File: src/logic/maint_pkg.sv
// constants and types of the maintenance hours counter
// Function
// - wipe level clears done, wipe edge reloads left span
// - full-wipe edge also zeroes run hours
// - monitor high advances run, decrements left
// - done set once left span is zero
// - wipe-only mode: wipes alone drop done
// - wipe-or-idle mode: monitor low drops too
// - run hours count regardless of wipe
// - run hours saturate at upper limit
// - service span in hours and minutes
// - run preset only in configuration mode
// - span change loads left span directly
// - spans and run hours survive power loss
// - external span value taken as hours
// - preset refused while operating
package maint_pkg;

  // ----------------------------------------------------------------
  // register map
  // ----------------------------------------------------------------
  localparam int ADDR_W = 8;
  localparam logic [7:0] OFF_CTRL = 8'h00;
  localparam logic [7:0] OFF_SPAN = 8'h04;
  localparam logic [7:0] OFF_PRESET = 8'h08;
  localparam logic [7:0] OFF_RUN = 8'h0c;
  localparam logic [7:0] OFF_LEFT = 8'h10;
  localparam logic [7:0] OFF_STATUS = 8'h14;
  localparam logic [7:0] OFF_IRQ_STAT = 8'h18;
  localparam logic [7:0] OFF_IRQ_MASK = 8'h1c;

  localparam int CTRL_MODE_BIT = 0;
  localparam int CTRL_CFG_BIT = 1;
  localparam int CTRL_EXT_BIT = 2;
  localparam int CTRL_W = 3;
  localparam logic [2:0] CTRL_RESET = 3'h0;

  localparam int STAT_DONE_BIT = 0;
  localparam int STAT_MON_BIT = 1;

  localparam int IRQ_DONE_BIT = 0;
  localparam int IRQ_SAT_BIT = 1;
  localparam int IRQ_W = 2;
  localparam logic [1:0] IRQ_RESET = 2'h0;

  localparam logic [1:0] RESP_OKAY = 2'h0;
  localparam logic [1:0] RESP_SLVERR = 2'h2;

  // ----------------------------------------------------------------
  // time values, span and run counts held in minutes
  // ----------------------------------------------------------------
  localparam int SPAN_W = 20;
  localparam int RUN_W = 23;
  localparam int EXT_W = 14;
  localparam int MIN_PER_H = 60;
  localparam int MAX_MIN = 59;
  localparam int SPAN_MAX_H = 9999;
  localparam int RUN_MAX_H = 99999;
  localparam logic [RUN_W-1:0] RUN_MAX = RUN_W'(RUN_MAX_H * MIN_PER_H);

  localparam int CLK_HZ = 10_000_000;
  localparam int TICK_S = 60;
  localparam int TICK_CYCLES = CLK_HZ * TICK_S;
  localparam int TICK_W = 30;

  // hours and minutes as seen in a register word
  typedef struct packed {
    logic [1:0] pad_hi;
    logic [5:0] mins;
    logic [6:0] pad_lo;
    logic [16:0] hours;
  } hm_t;

  typedef enum logic {
    CLR_WIPE = 1'b0,
    CLR_WIPE_IDLE = 1'b1
  } clr_mode_t;

endpackage // maint_pkg

File: src/logic/maintenance_hours_counter.sv
// operating-hours and service-interval counter with axi4-lite registers
module maintenance_hours_counter #(
  parameter int unsigned TICK_CYCLES = maint_pkg::TICK_CYCLES
) (
  input wire logic aclk,
  input wire logic aresetn,
  input wire logic keep_on_reset,
  input wire logic monitor_in,
  input wire logic wipe_in,
  input wire logic full_wipe_in,
  input wire logic [maint_pkg::EXT_W-1:0] ext_span_hours,
  input wire logic [maint_pkg::ADDR_W-1:0] awaddr,
  input wire logic awvalid,
  output logic awready,
  input wire logic [31:0] wdata,
  input wire logic [3:0] wstrb,
  input wire logic wvalid,
  output logic wready,
  output logic [1:0] bresp,
  output logic bvalid,
  input wire logic bready,
  input wire logic [maint_pkg::ADDR_W-1:0] araddr,
  input wire logic arvalid,
  output logic arready,
  output logic [31:0] rdata,
  output logic [1:0] rresp,
  output logic rvalid,
  input wire logic rready,
  output logic done_out,
  output logic irq
);
  import maint_pkg::*;

  // ----------------------------------------------------------------
  // helpers
  // ----------------------------------------------------------------
  function automatic logic [RUN_W-1:0] to_min(input hm_t v, input int maxh);
    logic [RUN_W-1:0] h;
    logic [RUN_W-1:0] m;
    h = (v.hours > 17'(maxh)) ? RUN_W'(maxh) : RUN_W'(v.hours);
    m = (v.mins > 6'(MAX_MIN)) ? RUN_W'(MAX_MIN) : RUN_W'(v.mins);
    return h * RUN_W'(MIN_PER_H) + m;
  endfunction

  function automatic hm_t to_hm(input logic [RUN_W-1:0] v);
    hm_t r;
    r = '0;
    r.hours = 17'(v / RUN_W'(MIN_PER_H));
    r.mins = 6'(v % RUN_W'(MIN_PER_H));
    return r;
  endfunction

  function automatic logic [31:0] merge(input logic [31:0] old,
      input logic [31:0] nw, input logic [3:0] strb);
    logic [31:0] r;
    r = old;
    for (int i = 0; i < 4; i++) begin
      if (strb[i]) begin
        r[8*i +: 8] = nw[8*i +: 8];
      end
    end
    return r;
  endfunction

  // ----------------------------------------------------------------
  // state
  // ----------------------------------------------------------------
  logic awready_q, wready_q, bvalid_q, arready_q, rvalid_q;
  logic aw_have_q, w_have_q;
  logic [ADDR_W-1:0] waddr_q;
  logic [31:0] wdata_q;
  logic [3:0] wstrb_q;
  logic [1:0] bresp_q, rresp_q;
  logic [31:0] rdata_q;
  logic [CTRL_W-1:0] ctrl_q;
  logic [IRQ_W-1:0] irq_stat_q, irq_mask_q;
  logic irq_q, done_q;
  logic [SPAN_W-1:0] span_reg_q, span_prev_q, left_q;
  logic [RUN_W-1:0] run_q;
  logic wiped_q;
  logic wipe_prev_q, full_prev_q;
  logic [TICK_W-1:0] tick_cnt_q;
  logic tick_q;

  // ----------------------------------------------------------------
  // decoding
  // ----------------------------------------------------------------
  wire wr_fire = aw_have_q && w_have_q && !bvalid_q;
  wire wr_ctrl = wr_fire && waddr_q == OFF_CTRL;
  wire wr_span = wr_fire && waddr_q == OFF_SPAN;
  wire wr_preset = wr_fire && waddr_q == OFF_PRESET;
  wire wr_istat = wr_fire && waddr_q == OFF_IRQ_STAT;
  wire wr_imask = wr_fire && waddr_q == OFF_IRQ_MASK;
  wire cfg_mode = ctrl_q[CTRL_CFG_BIT];
  wire preset_ok = wr_preset && cfg_mode;
  wire preset_bad = wr_preset && !cfg_mode;
  wire wr_mapped = wr_ctrl || wr_span || wr_preset || wr_istat || wr_imask
    || (waddr_q == OFF_RUN) || (waddr_q == OFF_LEFT)
    || (waddr_q == OFF_STATUS);
  wire [1:0] wr_resp = (wr_mapped && !preset_bad) ? RESP_OKAY : RESP_SLVERR;

  wire clr_mode_t clr_mode = clr_mode_t'(ctrl_q[CTRL_MODE_BIT]);
  wire [31:0] wmerged_span = merge(32'(to_hm(RUN_W'(span_reg_q))),
    wdata_q, wstrb_q);
  wire [SPAN_W-1:0] span_wr = SPAN_W'(to_min(hm_t'(wmerged_span),
    SPAN_MAX_H));
  wire [31:0] wmerged_pre = merge(32'h0, wdata_q, wstrb_q);
  wire [RUN_W-1:0] preset_val = to_min(hm_t'(wmerged_pre), RUN_MAX_H);

  wire [RUN_W-1:0] ext_min = to_min(hm_t'({15'h0, 3'h0, ext_span_hours}),
    SPAN_MAX_H);
  wire [SPAN_W-1:0] eff_span = ctrl_q[CTRL_EXT_BIT] ? SPAN_W'(ext_min)
    : span_reg_q;
  wire [RUN_W-1:0] preset_rem = (eff_span == '0) ? '0
    : preset_val % RUN_W'(eff_span);
  wire [SPAN_W-1:0] preset_left = eff_span - SPAN_W'(preset_rem);

  wire wipe_edge = wipe_in && !wipe_prev_q;
  wire full_edge = full_wipe_in && !full_prev_q;
  wire run_step = tick_q && monitor_in;
  wire run_adv = run_step && run_q < RUN_MAX;
  wire left_adv = run_step && left_q != '0;
  wire span_chg = eff_span != span_prev_q;
  wire cold = !aresetn && !keep_on_reset;

  wire clr_cond = wipe_in || full_wipe_in
    || (clr_mode == CLR_WIPE_IDLE && !monitor_in);
  wire done_d = !clr_cond && (done_q || left_q == '0);

  wire [IRQ_W-1:0] irq_evt = {run_adv && run_q == RUN_MAX - RUN_W'(1),
    done_d && !done_q};
  wire [IRQ_W-1:0] irq_clr = wr_istat
    ? wdata_q[IRQ_W-1:0] & {IRQ_W{wstrb_q[0]}} : '0;
  // set wins over clear
  wire [IRQ_W-1:0] irq_stat_d = (irq_stat_q & ~irq_clr) | irq_evt;

  wire [31:0] rd_mux =
    (araddr == OFF_CTRL) ? 32'(ctrl_q) :
    (araddr == OFF_SPAN) ? 32'(to_hm(RUN_W'(span_reg_q))) :
    (araddr == OFF_PRESET) ? 32'h0 :
    (araddr == OFF_RUN) ? 32'(to_hm(run_q)) :
    (araddr == OFF_LEFT) ? 32'(to_hm(RUN_W'(left_q))) :
    (araddr == OFF_STATUS) ? 32'({monitor_in, done_q}) :
    (araddr == OFF_IRQ_STAT) ? 32'(irq_stat_q) :
    (araddr == OFF_IRQ_MASK) ? 32'(irq_mask_q) : 32'h0;
  wire rd_mapped = araddr <= OFF_IRQ_MASK && araddr[1:0] == 2'h0;

  // ----------------------------------------------------------------
  // axi4-lite write channel
  // ----------------------------------------------------------------
  always_ff @(posedge aclk) begin
    if (!aresetn) begin
      awready_q <= 1'b1;
      wready_q <= 1'b1;
      aw_have_q <= 1'b0;
      w_have_q <= 1'b0;
      bvalid_q <= 1'b0;
      bresp_q <= RESP_OKAY;
      waddr_q <= '0;
      wdata_q <= '0;
      wstrb_q <= '0;
    end else begin
      if (awvalid && awready_q) begin
        aw_have_q <= 1'b1;
        awready_q <= 1'b0;
        waddr_q <= awaddr;
      end
      if (wvalid && wready_q) begin
        w_have_q <= 1'b1;
        wready_q <= 1'b0;
        wdata_q <= wdata;
        wstrb_q <= wstrb;
      end
      if (wr_fire) begin
        bvalid_q <= 1'b1;
        bresp_q <= wr_resp;
      end
      if (bvalid_q && bready) begin
        bvalid_q <= 1'b0;
        aw_have_q <= 1'b0;
        w_have_q <= 1'b0;
        awready_q <= 1'b1;
        wready_q <= 1'b1;
      end
    end
  end

  // ----------------------------------------------------------------
  // axi4-lite read channel
  // ----------------------------------------------------------------
  always_ff @(posedge aclk) begin
    if (!aresetn) begin
      arready_q <= 1'b1;
      rvalid_q <= 1'b0;
      rdata_q <= '0;
      rresp_q <= RESP_OKAY;
    end else if (arvalid && arready_q) begin
      arready_q <= 1'b0;
      rvalid_q <= 1'b1;
      rdata_q <= rd_mux;
      rresp_q <= rd_mapped ? RESP_OKAY : RESP_SLVERR;
    end else if (rvalid_q && rready) begin
      rvalid_q <= 1'b0;
      arready_q <= 1'b1;
    end
  end

  // ----------------------------------------------------------------
  // control, interrupt and time base
  // ----------------------------------------------------------------
  always_ff @(posedge aclk) begin
    if (!aresetn) begin
      ctrl_q <= CTRL_RESET;
      irq_mask_q <= IRQ_RESET;
      irq_stat_q <= IRQ_RESET;
      irq_q <= 1'b0;
      done_q <= 1'b0;
      wipe_prev_q <= 1'b0;
      full_prev_q <= 1'b0;
      tick_cnt_q <= '0;
      tick_q <= 1'b0;
    end else begin
      if (wr_ctrl) begin
        ctrl_q <= CTRL_W'(merge(32'(ctrl_q), wdata_q, wstrb_q));
      end
      if (wr_imask) begin
        irq_mask_q <= IRQ_W'(merge(32'(irq_mask_q), wdata_q, wstrb_q));
      end
      irq_stat_q <= irq_stat_d;
      irq_q <= |(irq_stat_q & irq_mask_q);
      done_q <= done_d;
      wipe_prev_q <= wipe_in;
      full_prev_q <= full_wipe_in;
      tick_q <= tick_cnt_q == TICK_W'(TICK_CYCLES - 1);
      tick_cnt_q <= (tick_cnt_q == TICK_W'(TICK_CYCLES - 1)) ? '0
        : tick_cnt_q + TICK_W'(1);
    end
  end

  // ----------------------------------------------------------------
  // retained counters
  // ----------------------------------------------------------------
  // kept over power loss
  always_ff @(posedge aclk) begin
    span_prev_q <= eff_span;
    if (cold) begin
      span_reg_q <= '0;
      left_q <= '0;
      run_q <= '0;
      wiped_q <= 1'b0;
    end else if (aresetn) begin
      if (wr_span) begin
        span_reg_q <= span_wr;
      end
      if (full_edge) begin
        run_q <= '0;
      end else if (preset_ok) begin
        run_q <= preset_val;
      end else if (run_adv) begin
        run_q <= run_q + RUN_W'(1);
      end
      if (full_edge || wipe_edge) begin
        wiped_q <= 1'b1;
      end
      if (full_edge || wipe_edge) begin
        left_q <= eff_span;
      end else if (span_chg) begin
        left_q <= eff_span;
      end else if (preset_ok && !wiped_q) begin
        left_q <= preset_left;
      end else if (left_adv) begin
        left_q <= left_q - SPAN_W'(1);
      end
    end
  end

  // ----------------------------------------------------------------
  // outputs
  // ----------------------------------------------------------------
  assign awready = awready_q;
  assign wready = wready_q;
  assign bvalid = bvalid_q;
  assign bresp = bresp_q;
  assign arready = arready_q;
  assign rvalid = rvalid_q;
  assign rdata = rdata_q;
  assign rresp = rresp_q;
  assign done_out = done_q;
  assign irq = irq_q;

endmodule // maintenance_hours_counter

File: config.mk
export PLATFORM = sky130hd
export DESIGN_NAME = maintenance_hours_counter
export DESIGN_NICKNAME = d
export VERILOG_FILES = /design/src/logic/maint_pkg.sv /design/src/logic/maintenance_hours_counter.sv
export SDC_FILE = /design/constraint.sdc
export NUM_CORES = 2
export LEC_CHECK = 0
export BUFFER_PORTS_ARGS = -buffer_cell sky130_fd_sc_hd__clkbuf_2
export CORE_ASPECT_RATIO = 0.9
export CORE_MARGIN = 10
export CORE_UTILIZATION = 35
export CTS_BUF_LIST = sky130_fd_sc_hd__clkbuf_16
export DETAILED_ROUTE_END_ITERATION = 8
export GPL_ROUTABILITY_DRIVEN = 0
export HOLD_SLACK_MARGIN = 0.05
export PLACE_DENSITY = 0.51
export SETUP_SLACK_MARGIN = 0.02
export SYNTH_ARGS = -nofsm -noshare
export SYNTH_HDL_FRONTEND = slang
export SYNTH_SLANG_ARGS = --single-unit
export TNS_END_PERCENT = 100
File: constraint.sdc
create_clock -name aclk -period 189.3 [get_ports aclk]
set_clock_uncertainty 0.1 [all_clocks]
set_input_delay 9.465 -clock aclk [delete_from_list [all_inputs] [get_ports aclk]]
set_output_delay 9.465 -clock aclk [all_outputs]
set_load 0.01 [all_outputs]
==> flow_summary.yaml <==
synthesis:
  synth.area.mux_share_pct: 4.48
  yosys.area_share.adder_pct: 17.7
  syn_area_per_cell_sq_um: 7.12
  yosys_register_bits: 193
  synth_area_sq_um: 35900
  synth-compound-area-share_pct: 29.3
  yosys_warnings: 0
  synthArstFlopShare_pct: 0
  syn-instance-count: 5042
  synth_edf_count: 0
  synthFlopType: "dfxtp_1"
  yosysUniqueCellTypes: 126
  synth-seq-area-share_pct: 10.8
  yosys.area_share.simple_pct: 25.6
  synth_xor_area_share_pct: 5.97
  synth_top_family_by_area: "compound AO/OA/AOI/OAI gates"
critical_path:
  r2r_cells: 395
  arrival_ps: 92220
  cpMaxStageDelayCell: "inv_1"
  max_stage_delay_ps: 850
  crit_required_ps: 189590
  cp-start-kind: "primary input"
  worstSetupEndpointType: "flop"
  worstSetupPathType: "in2reg"
  worstPathMaxFanout: 31
  cp_common_cell: "o21a_1"
place:
  port_buffers: 99
  place_area_sq_um: 37900
  dp_hpwl_um: 99300
cts:
  numCtsBuffers: 17
  cts_tree: "yes"
  clock_latency_ps: 500
  clk_pin_slew_ps: 80
  postCtsSetupBuffers: 0
  cts_root_buffer: "clkbuf_16"
  cts_resized: 0
  clkSinkCount: 193
  htree_levels: 4
  clock_path_buffers: 2
  ctsHoldBuffers: 0
floorplanning:
  coreArea_sq_um: 102000
  rows: 111
  dieArea_sq_um: 116000
  initial_core_util_pct: 35.3
  die_w_um: 358
  io_pins: 120
  die_h_um: 324
finish:
  design_area_sq_um: 38500
  utilization_pct: 37.8
  drive_gt1_share_pct: 8.68
  area_delta_synth_final_pct: 7.15
  fin_nets: 5555
timing:
  finalHoldViolCount: 0
  final.min_clock_period_ps: 91930
  tns_ps: 0
  max_slew_margin_pct: 8.91
  min_period_over_period_pct: 48.6
  worst_slew_pin_slew_ps: 1360
  rsz0062_at_grt: "no"
  final-setup-viol-count: 0
  maxSlewViolCount: 0
  fmax_ghz: 0.0109
routing:
  first_pass_iters: 6
  wl_per_cell_um: 19.5
  drc: 0
  via_per_inst: 5.73
  wl_um: 124000
  initialDrtViolationCount: 2792
  via_count: 36623
  postRouteAntennaNets: 0
grt:
  antenna_found_initial: 2
  grt_pass1_vias: 33942
  grt_pass1_wl_um: 194000
  groute.usage.overall_pct: 20.9
  grt_max_degree: 41
  grt-ovfl-total: 0
flow_run:
  drv_cap: 0
status:
  status: "completed"
hold_path:
  hp-class: "reg2reg"
  hold_path_depth: 2
==> final cells by class <==
cell class	count	area [sq um]
Multi-Input combinational cell	4308	30000
Clock buffer	17	425
Timing Repair Buffer	169	1020
Antenna cell	2	5.00
Inverter	335	1260
Sequential cell	193	3860
Clock inverter	15	194
Fill cell	10824	63300
Tap cell	1356	1700
==> registers in the layout, summed over array words and instances, names as in the netlist, 4 cells and up <==
name,cells
tick_cnt_q,30
rdata,23
run_q,23
wdata_q,23
left_q,20
span_prev_q,20
span_reg_q,20
waddr_q,8
wstrb_q,4
==> worst max-delay path: cells and delay by family <==
family	cells	cell delay, ps
adder cells (fa/ha/maj)	27	8780
AO/OA/AOI/OAI	259	52430
XOR/XNOR	1	190
AND/OR/NAND/NOR	74	14400
buffers and inverters	16	3150
multiplexers	10	3560
==> synth_stat cells, drive strengths merged (49+ instances only) <==
master	instances	area share, %
clkbuf	176	1.8
dfxtp	193	11
nor2b	50	0.87
fa	81	4.5
nor2	479	5.0
a211oi	75	1.6
nand3	162	2.3
a21o	105	2.2
or3	50	0.89
nor3	245	3.5
o21a	186	3.9
nand4	79	1.4
ha	373	13
inv	329	3.4
and3	61	1.1
xnor2	146	3.6
mux2	96	3.0
or2	57	0.99
a21oi	325	4.5
o211ai	69	1.4
o21ai	329	4.6
mux2i	49	1.4
xor2	97	2.4
nand2	460	4.8
and2	69	1.2
nand2b	51	0.89
==> per-stage QoR <==
stage / cells / hold slack, ps / setup slack (ps)
2_1_floorplan: 5057 / 326 / 106710
3_3_place_gp: 6361 / 341 / 98620
3_5_place_dp: 6361 / 347 / 98100
4_1_cts: 6393 / 357 / 98120
5_1_grt: 6393 / 376 / 89310
6_report: 6395 / 356 / 97370
==> layout by cell type (no fill, tap or decap), types with 40 or more instances in the layout <==
cell,synthesis,routed
inv_1,329,328
dfxtp_1,193,192
o21ai_0,313,313
nand2b_1,51,51
mux2_2,94,94
ha_1,373,373
nor2_1,478,476
or3_1,49,49
xor2_1,97,97
buf_4,15,70
o21a_1,186,186
mux2i_1,48,47
or2_2,48,48
clkbuf_2,1,99
xnor2_1,144,144
nor2b_1,50,50
nor4_1,46,46
nor3_1,242,242
nand4_1,79,79
and2_1,66,66
o31ai_1,41,40
o21bai_1,44,44
fa_1,81,81
a21oi_1,324,321
nand2_1,458,458
a31oi_1,48,48
a21o_1,105,105
and3_1,58,58
nand3_1,161,161
o211ai_1,69,69
a211oi_1,72,70
==> routing by layer <==
metal / part of all wire [%] / global-route usage, % / vias up / routed length (um)
met5: 0 / 0 / - / 0
met3: 5.7 / 2.69 / 140 / 7160
li1: - / - / 18431 / -
met2: 42 / 31.5 / 967 / 51800
met1: 50 / 30.6 / 17085 / 61900
met4: 2.8 / 5.94 / 0 / 3530
==> path summary, 6_finish.rpt <==
kind	startpoint	end	slack, ps
max	ext_span_hours[4]	left_q[18]	97370
min	waddr_q[5]	waddr_q[5]	360
max reg2reg	wstrb_q[1]	left_q[18]	105390
min reg2reg	waddr_q[5]	waddr_q[5]	360
==> cell families (layout without fill, tap and decap cells) <==
| group | Yosys count | in the layout |
|---|---|---|
| simple gates | 1890 | 1890 |
| compound gates | 1550 | 1550 |
| buf+inv | 556 | 536 |
| fa+ha+maj | 462 | 462 |
| xor+xnor | 243 | 243 |
| flops | 193 | 193 |
| mux | 146 | 146 |
| other cells | 2 | 19 |
Power is left out: the tool's default activity adds up to more than one toggle a clock period on the data nets, which glitch-free logic cannot reach.
